File: src/rsc_defines.vh
/*
 * Constants for the reset source controller: register offsets, codes,
 * field positions, reset values and delay counts.
 * Assumes a 125 MHz system clock and 32-bit APB register access.
 */
`ifndef RSC_DEFINES_VH
`define RSC_DEFINES_VH

// =============================================================
// Register offsets (byte addresses)
`define RSC_OFF_PIN_FUNC 12'h000
`define RSC_OFF_FLAGS 12'h004
`define RSC_OFF_UV_LEVEL 12'h008
`define RSC_OFF_WDT_CTRL 12'h00c
`define RSC_OFF_STATUS 12'h010

// =============================================================
// Reset values and codes
`define RSC_PIN_FUNC_POR 8'h55
`define RSC_PIN_FUNC_IO 8'h55
`define RSC_PIN_FUNC_RES 8'haa
`define RSC_UV_LEVEL_POR 8'h66
`define RSC_UV_L165 8'h66
`define RSC_UV_L190 8'h55
`define RSC_UV_L255 8'h33
`define RSC_UV_L315 8'h99
`define RSC_UV_L380 8'haa
`define RSC_UV_OFF 8'hf0
`define RSC_WDT_CTRL_POR 8'h53
`define RSC_WDT_EN_CODE 5'h0a
`define RSC_WDT_DIS_CODE 5'h15

// =============================================================
// Flag bit positions
`define RSC_FLAG_WDT_CFG 0
`define RSC_FLAG_UV_CFG 1
`define RSC_FLAG_UV 2
`define RSC_FLAG_PIN_CFG 3

// =============================================================
// Timing
`define RSC_CLK_MHZ 125
`define RSC_SRESET_US 16
`define RSC_RSTD_US 16
`define RSC_UVFILT_US 120
`define RSC_SRESET_CYC (`RSC_SRESET_US * `RSC_CLK_MHZ)
`define RSC_RSTD_CYC (`RSC_RSTD_US * `RSC_CLK_MHZ)
`define RSC_UVFILT_CYC (`RSC_UVFILT_US * `RSC_CLK_MHZ)

`endif

File: src/rsc_delay.v
/*
 * Parameterised delay counter: done rises once run has stood for
 * CYCLES clocks and falls when run drops.
 * Assumes run comes from logic on the same clock.
 */
`timescale 1ns/1ps
`default_nettype none

module rsc_delay #(
	parameter CYCLES = 16
) (
	// Clock and reset
	input wire clk_i,
	input wire rst_n_i,
	// Control
	input wire run_i,
	output reg done_o
);

	reg [23:0] count;

	// =============================================================
	// Counter
	always @(posedge clk_i or negedge rst_n_i) begin
		if (!rst_n_i) begin
			count <= 24'h000000;
			done_o <= 1'b0;
		end else if (!run_i) begin
			count <= 24'h000000;
			done_o <= 1'b0;
		end else if (count >= CYCLES - 1) begin
			done_o <= 1'b1;
		end else begin
			count <= count + 24'h000001;
		end
	end

endmodule // rsc_delay

`default_nettype wire

File: src/rsc_top.v
/*
 * Reset source controller: combines the reset pin, the pin-function
 * control code, the under-voltage detector and level code, and the
 * watchdog time-out and control code into one device reset, and keeps
 * sticky cause flags for software on APB.
 * Assumes the detector, pin and power mode signals are asynchronous,
 * and the watchdog time-out is a one-cycle pulse on CLK_I.
 */
// The APB slave port and the register addresses are this design's own decisions.
// Summary of operation
// [RULE_01] Pin low forces full reset, PC zero
// [RULE_02] Hold reset while pin stays low
// [RULE_03] Add release delay after pin rises
// [RULE_04] Codes select shared IO or reset pin
// [RULE_05] Bad pin code resets after soft delay
// [RULE_06] Bad pin code sets its flag
// [RULE_07] Resets restore pin code except warm watchdog
// [RULE_08] Upper flag bits zero, software clears only
// [RULE_09] Filtered low supply resets, sets flag
// [RULE_10] Short low supply glitches ignored
// [RULE_11] Decode five levels, one disable code
// [RULE_12] Bad level code resets, restores level
// [RULE_13] Bad level code sets its flag
// [RULE_14] Level kept after real under-voltage reset
// [RULE_15] Level powers up at lowest threshold
// [RULE_16] Under-voltage off in idle or sleep
// [RULE_17] Real low voltage sets sticky flag
// [RULE_18] Normal watchdog timeout equals pin reset
// [RULE_19] Sleep timeout clears PC and SP only
// [RULE_20] Bad watchdog code resets, sets flag
// [RULE_21] Timeout flag set, power-down flag kept
// [RULE_22] Delays are parameterised cycle counters
`timescale 1ns/1ps
`default_nettype none
`include "rsc_defines.vh"

module rsc_top #(
	parameter SRESET_CYC = `RSC_SRESET_CYC,
	parameter RSTD_CYC = `RSC_RSTD_CYC,
	parameter UVFILT_CYC = `RSC_UVFILT_CYC
) (
	// Clock and reset
	input wire CLK_I,
	input wire RST_N_I,
	// APB slave
	input wire PSEL_I,
	input wire PENABLE_I,
	input wire PWRITE_I,
	input wire [11:0] PADDR_I,
	input wire [31:0] PWDATA_I,
	input wire [3:0] PSTRB_I,
	output reg [31:0] PRDATA_O,
	output reg PREADY_O,
	output reg PSLVERR_O,
	// External sources
	input wire EXT_RESET_PIN_N_I,
	input wire UV_BELOW_1V65_I,
	input wire UV_BELOW_1V90_I,
	input wire UV_BELOW_2V55_I,
	input wire UV_BELOW_3V15_I,
	input wire UV_BELOW_3V80_I,
	input wire LOW_POWER_MODE_I,
	input wire WDT_TIMEOUT_I,
	// Reset outputs
	output reg DEVICE_RESET_N_O,
	output reg PC_SP_CLEAR_O,
	output reg WATCHDOG_TIMEOUT_FLAG_O,
	output reg POWER_DOWN_FLAG_O,
	output reg SHARED_IO_PIN_IS_RESET_O,
	output reg WDT_ENABLE_O,
	output reg [2:0] WDT_PERIOD_SEL_O
);

	localparam ST_RUN = 2'd0;
	localparam ST_HOLD = 2'd1;
	localparam ST_RELEASE = 2'd2;

	localparam CS_NONE = 3'd0;
	localparam CS_PIN = 3'd1;
	localparam CS_UV = 3'd2;
	localparam CS_PIN_CFG = 3'd3;
	localparam CS_UV_CFG = 3'd4;
	localparam CS_WDT_CFG = 3'd5;
	localparam CS_WDT = 3'd6;

	// =============================================================
	// Reset release and input synchronisers
	reg [1:0] rst_sync;
	wire rst_n = rst_sync[1];
	reg [7:0] sync1;
	reg [7:0] sync2;
	wire [7:0] async_in = {2'b00, LOW_POWER_MODE_I, UV_BELOW_3V80_I, UV_BELOW_3V15_I,
		UV_BELOW_2V55_I, UV_BELOW_1V90_I, UV_BELOW_1V65_I};
	wire [7:0] async_all = {async_in[7:1], async_in[0]};
	reg pin1;
	reg pin2;

	always @(posedge CLK_I or negedge RST_N_I) begin
		if (!RST_N_I) begin
			rst_sync <= 2'b00;
		end else begin
			rst_sync <= {rst_sync[0], 1'b1};
		end
	end

	always @(posedge CLK_I or negedge rst_n) begin
		if (!rst_n) begin
			sync1 <= 8'h00;
			sync2 <= 8'h00;
			pin1 <= 1'b1;
			pin2 <= 1'b1;
		end else begin
			sync1 <= async_all;
			sync2 <= sync1;
			pin1 <= EXT_RESET_PIN_N_I;
			pin2 <= pin1;
		end
	end

	wire low_power = sync2[5];

	// =============================================================
	// Registers
	reg [7:0] pin_func;
	reg [7:0] uv_level;
	reg [7:0] wdt_ctrl;
	reg [3:0] flags;
	reg [1:0] state;
	reg [2:0] cause;
	reg [2:0] last_cause;

	wire apb_acc = PSEL_I && PENABLE_I && PREADY_O;
	wire apb_wr = apb_acc && PWRITE_I && PSTRB_I[0];
	wire wr_pin = apb_wr && (PADDR_I == `RSC_OFF_PIN_FUNC);
	wire wr_flags = apb_wr && (PADDR_I == `RSC_OFF_FLAGS);
	wire wr_uv = apb_wr && (PADDR_I == `RSC_OFF_UV_LEVEL);
	wire wr_wdt = apb_wr && (PADDR_I == `RSC_OFF_WDT_CTRL);
	wire addr_ok = (PADDR_I == `RSC_OFF_PIN_FUNC) || (PADDR_I == `RSC_OFF_FLAGS) ||
		(PADDR_I == `RSC_OFF_UV_LEVEL) || (PADDR_I == `RSC_OFF_WDT_CTRL) ||
		(PADDR_I == `RSC_OFF_STATUS);

	// =============================================================
	// Code checks
	wire pin_is_res = (pin_func == `RSC_PIN_FUNC_RES); // [RULE_04]
	wire pin_bad = !pin_is_res && (pin_func != `RSC_PIN_FUNC_IO); // [RULE_05]
	reg uv_bad;
	reg uv_off;
	reg uv_low;
	always @* begin
		uv_bad = 1'b0;
		uv_off = 1'b0;
		uv_low = 1'b0;
		case (uv_level) // [RULE_11]
			`RSC_UV_L165: uv_low = sync2[0];
			`RSC_UV_L190: uv_low = sync2[1];
			`RSC_UV_L255: uv_low = sync2[2];
			`RSC_UV_L315: uv_low = sync2[3];
			`RSC_UV_L380: uv_low = sync2[4];
			`RSC_UV_OFF: uv_off = 1'b1;
			default: uv_bad = 1'b1;
		endcase
	end
	wire wdt_bad = (wdt_ctrl[7:3] != `RSC_WDT_EN_CODE) &&
		(wdt_ctrl[7:3] != `RSC_WDT_DIS_CODE); // [RULE_20]

	// =============================================================
	// Delay counters
	wire uv_run = uv_low && !uv_off && !low_power && (state == ST_RUN); // [RULE_16]
	wire uv_hit;
	wire pin_sr_hit;
	wire uv_sr_hit;
	wire wdt_sr_hit;
	wire rel_hit;
	wire pin_low = pin_is_res && !pin2; // [RULE_02]
	// A pin reset restores the pin code, so the hold keys on the cause
	wire pin_hold = (cause == CS_PIN) && !pin2; // [RULE_02]
	wire in_run = (state == ST_RUN);
	wire pin_sr_run = pin_bad && in_run;
	wire uv_sr_run = uv_bad && in_run;
	wire wdt_sr_run = wdt_bad && in_run;
	wire rel_run = (state == ST_RELEASE) && !pin_low && !pin_hold; // [RULE_03]

	rsc_delay #(.CYCLES(UVFILT_CYC)) u_uvfilt ( // [RULE_10]
		.clk_i(CLK_I),
		.rst_n_i(rst_n),
		.run_i(uv_run),
		.done_o(uv_hit)
	);

	rsc_delay #(.CYCLES(SRESET_CYC)) u_pin_sr ( // [RULE_22]
		.clk_i(CLK_I),
		.rst_n_i(rst_n),
		.run_i(pin_sr_run),
		.done_o(pin_sr_hit)
	);

	rsc_delay #(.CYCLES(SRESET_CYC)) u_uv_sr (
		.clk_i(CLK_I),
		.rst_n_i(rst_n),
		.run_i(uv_sr_run),
		.done_o(uv_sr_hit)
	);

	rsc_delay #(.CYCLES(SRESET_CYC)) u_wdt_sr (
		.clk_i(CLK_I),
		.rst_n_i(rst_n),
		.run_i(wdt_sr_run),
		.done_o(wdt_sr_hit)
	);

	rsc_delay #(.CYCLES(RSTD_CYC)) u_release ( // [RULE_03]
		.clk_i(CLK_I),
		.rst_n_i(rst_n),
		.run_i(rel_run),
		.done_o(rel_hit)
	);

	// =============================================================
	// Reset cause selection, pin first
	reg [2:0] next_cause;
	always @* begin
		next_cause = CS_NONE;
		if (pin_low) begin
			next_cause = CS_PIN; // [RULE_01]
		end else if (uv_hit) begin
			next_cause = CS_UV; // [RULE_09]
		end else if (pin_sr_hit) begin
			next_cause = CS_PIN_CFG;
		end else if (uv_sr_hit) begin
			next_cause = CS_UV_CFG;
		end else if (wdt_sr_hit) begin
			next_cause = CS_WDT_CFG;
		end else if (WDT_TIMEOUT_I && !low_power) begin
			next_cause = CS_WDT; // [RULE_18]
		end
	end

	// =============================================================
	// Sequencer and register file
	always @(posedge CLK_I or negedge rst_n) begin
		if (!rst_n) begin
			state <= ST_RUN;
			cause <= CS_NONE;
			last_cause <= CS_NONE;
			pin_func <= `RSC_PIN_FUNC_POR;
			uv_level <= `RSC_UV_LEVEL_POR; // [RULE_15]
			wdt_ctrl <= `RSC_WDT_CTRL_POR;
			flags <= 4'h0;
			DEVICE_RESET_N_O <= 1'b0;
			PC_SP_CLEAR_O <= 1'b0;
			WATCHDOG_TIMEOUT_FLAG_O <= 1'b0;
			POWER_DOWN_FLAG_O <= 1'b0;
		end else begin
			PC_SP_CLEAR_O <= 1'b0;
			// Register writes; hardware sets below win over clears
			if (wr_pin) begin
				pin_func <= PWDATA_I[7:0];
			end
			if (wr_uv) begin
				uv_level <= PWDATA_I[7:0];
			end
			if (wr_wdt) begin
				wdt_ctrl <= PWDATA_I[7:0];
			end
			if (wr_flags) begin
				flags <= flags & PWDATA_I[3:0]; // [RULE_08]
			end
			if (WDT_TIMEOUT_I && low_power && state == ST_RUN) begin
				PC_SP_CLEAR_O <= 1'b1; // [RULE_19]
				WATCHDOG_TIMEOUT_FLAG_O <= 1'b1;
				POWER_DOWN_FLAG_O <= 1'b1;
			end
			case (state)
				ST_RUN: begin
					DEVICE_RESET_N_O <= 1'b1;
					if (next_cause != CS_NONE) begin
						state <= ST_HOLD;
						cause <= next_cause;
						last_cause <= next_cause;
						DEVICE_RESET_N_O <= 1'b0;
					end
				end
				ST_HOLD: begin
					DEVICE_RESET_N_O <= 1'b0;
					pin_func <= `RSC_PIN_FUNC_POR; // [RULE_07]
					if (cause != CS_UV) begin
						uv_level <= `RSC_UV_LEVEL_POR; // [RULE_12]
					end else begin
						uv_level <= uv_level; // [RULE_14]
					end
					wdt_ctrl <= `RSC_WDT_CTRL_POR;
					case (cause)
						CS_UV: flags[`RSC_FLAG_UV] <= 1'b1; // [RULE_17]
						CS_PIN_CFG: flags[`RSC_FLAG_PIN_CFG] <= 1'b1; // [RULE_06]
						CS_UV_CFG: flags[`RSC_FLAG_UV_CFG] <= 1'b1; // [RULE_13]
						CS_WDT_CFG: flags[`RSC_FLAG_WDT_CFG] <= 1'b1;
						CS_WDT: WATCHDOG_TIMEOUT_FLAG_O <= 1'b1; // [RULE_21]
						default: ;
					endcase
					state <= ST_RELEASE;
				end
				ST_RELEASE: begin
					DEVICE_RESET_N_O <= 1'b0;
					if (rel_hit) begin
						state <= ST_RUN;
						cause <= CS_NONE;
						DEVICE_RESET_N_O <= 1'b1;
					end
				end
				default: begin
					state <= ST_RUN;
				end
			endcase
		end
	end

	// =============================================================
	// APB answer, one wait state
	always @(posedge CLK_I or negedge rst_n) begin
		if (!rst_n) begin
			PREADY_O <= 1'b0;
			PRDATA_O <= 32'h00000000;
			PSLVERR_O <= 1'b0;
			SHARED_IO_PIN_IS_RESET_O <= 1'b0;
			WDT_ENABLE_O <= 1'b1;
			WDT_PERIOD_SEL_O <= 3'h3;
		end else begin
			SHARED_IO_PIN_IS_RESET_O <= pin_is_res;
			WDT_ENABLE_O <= (wdt_ctrl[7:3] == `RSC_WDT_EN_CODE);
			WDT_PERIOD_SEL_O <= wdt_ctrl[2:0];
			PREADY_O <= PSEL_I && PENABLE_I && !PREADY_O;
			PSLVERR_O <= PSEL_I && PENABLE_I && !PREADY_O && !addr_ok;
			PRDATA_O <= 32'h00000000;
			if (PSEL_I && PENABLE_I && !PREADY_O && !PWRITE_I) begin
				case (PADDR_I)
					`RSC_OFF_PIN_FUNC: PRDATA_O <= {24'h000000, pin_func};
					`RSC_OFF_FLAGS: PRDATA_O <= {28'h0000000, flags};
					`RSC_OFF_UV_LEVEL: PRDATA_O <= {24'h000000, uv_level};
					`RSC_OFF_WDT_CTRL: PRDATA_O <= {24'h000000, wdt_ctrl};
					`RSC_OFF_STATUS: PRDATA_O <= {26'h0, state, last_cause,
						DEVICE_RESET_N_O};
					default: PRDATA_O <= 32'h00000000;
				endcase
			end
		end
	end

endmodule // rsc_top

`default_nettype wire

File: config.mk
export PLATFORM = sky130hd
export DESIGN_NAME = rsc_top
export DESIGN_NICKNAME = d
export VERILOG_FILES = /design/src/rsc_delay.v /design/src/rsc_top.v
export VERILOG_INCLUDE_DIRS = /design/src /design/src/src
export SDC_FILE = /design/constraint.sdc
export NUM_CORES = 1
export LEC_CHECK = 0
export ABC_CLOCK_PERIOD_IN_PS = 5500
export BUFFER_PORTS_ARGS = -buffer_cell sky130_fd_sc_hd__buf_2
export CORE_ASPECT_RATIO = 1.1
export CORE_UTILIZATION = 30
export CTS_BUF_LIST = sky130_fd_sc_hd__clkbuf_2 sky130_fd_sc_hd__clkbuf_4 sky130_fd_sc_hd__clkbuf_8
export DETAILED_ROUTE_END_ITERATION = 12
export PLACE_DENSITY = 0.54
export SYNTH_ARGS = -nofsm -noshare
export SYNTH_HDL_FRONTEND = slang
export SYNTH_SLANG_ARGS = --single-unit
export TNS_END_PERCENT = 100
File: constraint.sdc
create_clock -name CLK_I -period 5.5 [get_ports CLK_I]
set_input_delay 0.275 -clock CLK_I [delete_from_list [all_inputs] [get_ports CLK_I]]
set_output_delay 0.275 -clock CLK_I [all_outputs]
set_load 0.01 [all_outputs]
# Yosys cells after proc, flatten, opt, wreduce, memory -nomap -nowiden
# Index checks and enable logic that the tools add are counted.
# Widths: inputs -> output; s select.
[totals]
reg_bits = 220
out_inout_bits = 43
[classes]
reduce_logical = 52
n_mux = 57
bitwise_logic = 1
order_cmp = 5
n_addsub = 5
eq_ne = 37
[ops]
columns = ["op", "count"]
rows = [
  ["$mux 24", 10],
  ["$add 24x1->24 const B", 5],
  ["$ge 24x11->1 const B", 4],
  ["$mux 8", 8],
  ["$pmux 8 s5", 1],
  ["$eq 8x8->1 const B", 4],
  ["$logic_and 1x1->1", 26],
  ["$eq 12x4->1 const B", 2],
  ["$ge 24x14->1 const B", 1],
  ["$mux 3", 8],
  ["$mux 1", 22],
  ["$ne 2x2->1 const B", 11],
  ["$eq 8x7->1 const B", 2],
  ["$eq 12x3->1 const B", 1],
  ["$eq 12x5->1 const B", 1],
  ["$logic_not 12->1", 1],
  ["$eq 3x3->1 const B", 3],
  ["$logic_not 1->1", 9],
  ["$eq 8x6->1 const B", 1],
  ["$mux 4", 2],
  ["$ne 8x7->1 const B", 1],
  ["$reduce_bool 2->1", 4],
  ["$eq 3x2->1 const B", 2],
  ["$pmux 2 s3", 1],
  ["other kinds (19)", 27],
]

# Logic depth before layout (Yosys ltp)
[depth]
depth_word = 11
mapped_depth = 7

# Cells and area by module
# From an unflattened synthesis, not the netlist that was laid out.
[unflattened]
hier_cells = 879
hier_area_um2 = 9507.9
[modules_own_cells]
columns = ["module", "n_inst", "cells_per_inst", "area_each_um2", "seq_area_each_um2"]
rows = [
  ["rsc_delay (u_pin_sr ...)", 4, 100, 1147.4, 625.6],
  ["rsc_top", 1, 353, 3621.0, 1798.0],
  ["rsc_delay (u_uvfilt)", 1, 126, 1297.5, 625.6],
]

# Least setup slack after synthesis
# OpenSTA, ideal clock, no wires.
[synth_path]
path_type = "input -> register"
from = "input port PADDR_I[9]"
to = "register uv_level[0]"
path_stages = 6
t_arrival_ns = 1.919
path_slack_ns = 3.460
setup_time_ns = 0.121
n_path_buf = 1
path_cell_list = "or4_4 buf_6 nor4_4 and2_1 o22ai_2 a22o_1"
[synth_between]
elab_chain_cells = 4
[synth_lines]
columns = ["item", "line", "text"]
rows = [
  ["start: declaration", "rsc_top.v:49", "input wire [11:0] PADDR_I,"],
  ["$eq 12x4->1", "-", ""],
  ["$logic_and 1x1->1", "rsc_top.v:136", "wire wr_uv = apb_wr && (PADDR_I == `RSC_OFF_UV_LEVEL);"],
  ["$reduce_bool 2->1 (no source line)", "-", ""],
  ["$reduce_and 2->1 (no source line)", "-", ""],
  ["end signal: assignment", "rsc_top.v:246", "uv_level <= `RSC_UV_LEVEL_POR;"],
  ["end signal: assignment", "rsc_top.v:260", "uv_level <= PWDATA_I[7:0];"],
  ["end signal: assignment", "rsc_top.v:287", "uv_level <= `RSC_UV_LEVEL_POR;"],
  ["end: declaration", "rsc_top.v:125", "reg [7:0] uv_level;"],
]
# Every way passes these cells.
# A chain may end at the register's enable or synchronous reset.

# Worst setup path in the final report
[layout_path]
from = "register uv_level[5]"
to = "register u_uvfilt.count[12]"
[layout_between]
elab_chain_cells = 7
elab_cells_between_ends = 14
cone_classes = "eq/ne (7); mux (3); reduce/logical (4)"
[layout_lines]
columns = ["item", "line", "text"]
rows = [
  ["branches (longest 3 deep; another with $eq 8x8->1)", "-", ""],
  ["$logic_and 1x1->1 (*) (3 in a row)", "rsc_top.v:168", "wire uv_run = uv_low && !uv_off && !low_power && (state == ST_RUN);"],
  ["$ne 2x2->1 (no source line) or $mux 24 (tied branches)", "-", ""],
  ["end signal: assignment", "rsc_delay.v:34", "count <= count + 24'h000001;"],
  ["end: declaration", "rsc_delay.v:20", "reg [23:0] count;"],
]
# Mark *: on every way between the ends.

==> flow_metrics.env <==
export IMPL_fin_skew_ps=23.0
export IMPL_via_per_inst=4.77
export IMPL_timing_rr_start="uv_level[5]"
export IMPL_cts_made_buffers=17
export IMPL_hold_depth=3
export IMPL_final_cell_mix="dfrtp_1, nor2_1, and2_1, buf_2, nand2_1"
export IMPL_grt_max_degree=111
export IMPL_drtAntennaViolNets=0
export IMPL_ys_types=65
export IMPL_die_h_um=180
export IMPL_tightestPinTransition_ps=942
export IMPL_power_frac_comb_pct=2.8
export IMPL_final_common_cell="dfrtp_1"
export IMPL_critPathKind="reg2reg"
export IMPL_async_flop_share_pct=100
export IMPL_final_area_mm2=0.00974
export IMPL_ir_worst_vdd_mv=0.102
export IMPL_place_ws_ps=3180
export IMPL_area_growth_pct=12.1
export IMPL_grt_pass1_vias=5882
export IMPL_finalSetupTns_ps=0
export IMPL_seqPwrFrac_pct=58.0
export IMPL_worstHoldEndpoint="PREADY_O"
export IMPL_cts_resized=0
export IMPL_cts_htree_levels=4
export IMPL_cts_sinks=196
export IMPL_synth_seq_cells=196
export IMPL_placed_cell_area_mm2=0.00923
export IMPL_gp_congestion=0.747
export IMPL_cp_required_ps=5880
export IMPL_vias=5857
export IMPL_drt_iter0_markers=256
export IMPL_yosysWarnings=0
export IMPL_final_util_pct=34.7
export IMPL_max_freq_ghz=0.428
export IMPL_overflow=0
export IMPL_start_kind="register"
export IMPL_p_clk_share_pct=39.2
export IMPL_p_int_uw=1910
export IMPL_synth_cells=796
export IMPL_routed_wl_mm=17.6
export IMPL_final_hold_violation_count=0
export IMPL_postSynthAreaPerCell_um2=10.9
export IMPL_cap_violations=0
export IMPL_cp_max_fo=13
export IMPL_swShare_pct=23.8
export IMPL_setup_viol=0
export IMPL_rsz0062_at_grt="false"
export IMPL_min_delay_start="PENABLE_I"
export IMPL_status="completed"
export IMPL_insertion_delay_ps=470
export IMPL_leakagePower_uw=0.00422
export IMPL_hold_ws_ps=66.6
export IMPL_drive_above_1_share_pct=14.1
export IMPL_die_w_um=164
export IMPL_rrSetupSlack_ps=3170
export IMPL_place_detailed_hpwl_mm=12.2
export IMPL_power_density_mw_per_mm2=258
export IMPL_num_rows=64
export IMPL_io_pins=104
export IMPL_cts_clk_slew_worst_paths_ps=110
export IMPL_slew_headroom_pct=36.7
export IMPL_drv_slew=0
export IMPL_grt_first_pass_wirelength_mm=30.0
export IMPL_regArea_mm2=0.00493
export IMPL_cts_buffer_depth=2
export IMPL_syn_cell_area_mm2=0.00869
export IMPL_period_share_pct=42.4
export IMPL_critPathCaptureType="register"
export IMPL_multiInputGateArea_mm2=0.00348
export IMPL_wire_per_inst_um=14.4
export IMPL_setup_ws_ps=3170
export IMPL_grt_usage_pct=12.8
export IMPL_ys_seq_area_share_pct=56.7
export IMPL_hp_class="in2reg"
export IMPL_die_area_mm2=0.0296
export IMPL_drc=0
export IMPL_antenna_found_initial=0
export IMPL_cp_arrival_ps=2720
export IMPL_period_needed_ps=2330
export IMPL_synth_edf_count=0
export IMPL_fillers=2818
export IMPL_first_pass_iters=5
export IMPL_port_buffer_count=52
export IMPL_antenna_cells=0
export IMPL_ys_flop_type="dfrtp_1"
export IMPL_cts_tree="done"
export IMPL_start_util_pct=30.9
export IMPL_switching_power_uw=598
export IMPL_cts_root_buf="clkbuf_8"
export IMPL_worstRegToRegCells=5
export IMPL_rr_endpoint="u_uvfilt.count[12]"
export IMPL_core_area_mm2=0.0281
export IMPL_nNetsFinal=923
==> power groups by stage <==
| stage | logic, uW | registers [uW] | clock network [uW] |
|---|---|---|---|
| floorplan | 32.0 | 1500 | 0 |
| global placement | 69.3 | 1480 | 0 |
| detailed placement | 69.7 | 1480 | 0 |
| CTS | 74.3 | 1460 | 1030 |
| global route | 81.5 | 1460 | 1080 |
| finish | 71.4 | 1450 | 984 |
==> cells by family (layout without fill, tap and decap cells) <==
family	Yosys count	in the layout	synth area share [%]
AO/OA/AOI/OAI	114	114	9.04
XOR/XNOR	42	42	4.23
adder cells (fa/ha/maj)	9	9	1.30
buffers and inverters	66	113	4.19
flip-flops	196	196	56.7
multiplexers	14	14	1.63
other	2	25	0.0864
AND/OR/NAND/NOR	353	353	22.8
==> final cells by class <==
class                      instances  share of cell area, %
clock buffer                      19                   2.68
sequential                       196                   50.6
inverter                          18                  0.694
multi-input combinational        557                   35.8
timing repair buffer              63                   3.85
tap                              363                   4.66
clock inverter                    13                   1.73
==> per-stage QoR <==
| step | power (uW) | std cells |
|---|---|---|
| 2_1_floorplan | 1530 | 819 |
| 3_3_place_gp | 1550 | 1189 |
| 3_5_place_dp | 1550 | 1189 |
| 4_1_cts | 2560 | 1229 |
| 5_1_grt | 2620 | 1229 |
| 6_report | 2510 | 1229 |
==> critical path, stage by stage (launching register included) <==
cell	delay, ps
dfstp_2	600
nor4bb_1	590
a22o_1	220
nand2_1	70
a311o_1	570
a21oi_1	200
==> metal layers <==
layer / part of all wire [%] / GRT usage, % / vias up
met3: 2.7 / 2.81 / 14
met5: 0 / 0 / -
li1: - / - / 2863
met1: 47 / 16.9 / 2907
met4: 1.3 / 3.89 / 0
met2: 49 / 20.6 / 73
==> sequential cells by signal, summed over array words and instances (netlist names), 2 cells and up <==
name,count
PRDATA_O,8
WDT_PERIOD_SEL_O,3
cause,3
flags,4
last_cause,3
pin_func,8
rst_sync,2
state,2
sync1,6
sync2,6
u_pin_sr.count,24
u_release.count,24
u_uv_sr.count,24
u_uvfilt.count,24
u_wdt_sr.count,24
uv_level,8
wdt_ctrl,8
==> worst max-delay path by stage <==
stage                     slack [ps]   startpoint                 end
after floorplan                 2290  rst_sync[1]    DEVICE_RESET_N_O
after global placement          3180   PADDR_I[9]         uv_level[4]
after detailed placement        3180   PADDR_I[9]         uv_level[0]
after CTS                       3180     state[1]         uv_level[5]
after global routing            3000     state[1]         uv_level[2]
final                           3170  uv_level[5]  u_uvfilt.count[12]
==> repair_timing <==
| item | 4_1_cts | 5_1_grt |
|---|---|---|
| setup endpoints to repair | 0 | 0 |
| buffers inserted | 0 | 0 |
| endpoints found under the hold margin | 9 | 0 |
| hold buffers | 8 | 0 |
==> synth_stat cells, types with 3 or more instances <==
cell type  count  area (um2)
a21oi_1       27         135
nor3_1        21         105
nor2b_1       10        62.6
nor2_1        75         282
clkbuf_1      21        78.8
a211oi_1       3        22.5
nor3b_1        3        22.5
a211o_1        9        78.8
o21ai_0       16        80.1
a22oi_1        7        52.6
a311o_1        4        40.0
and2_1        64         400
and4_1         5        43.8
a31oi_1        3        18.8
nor4_1        28         175
buf_4         24         180
dfstp_2       17         447
xnor2_1       41         359
nor4_4         3        63.8
inv_1         18        67.6
o21ai_1        7        35.0
a22o_1         6        52.6
mux2i_1       13         130
o22a_1         5        43.8
nand4bb_1      3        33.8
dfrtp_1      179        4480
and3_1        14        87.6
nor4bb_1       7        70.1
nand4_1       12        75.1
or3_1          6        37.5
nand2_1       51         191
o22ai_1        4        25.0
nor4b_1        6        52.6
nand3_1       25         125
or2_2          5        31.3
ha_1           9         113
nand2b_1       4        25.0
o21a_1         7        52.6
Power figures use the tool's default switching activity.
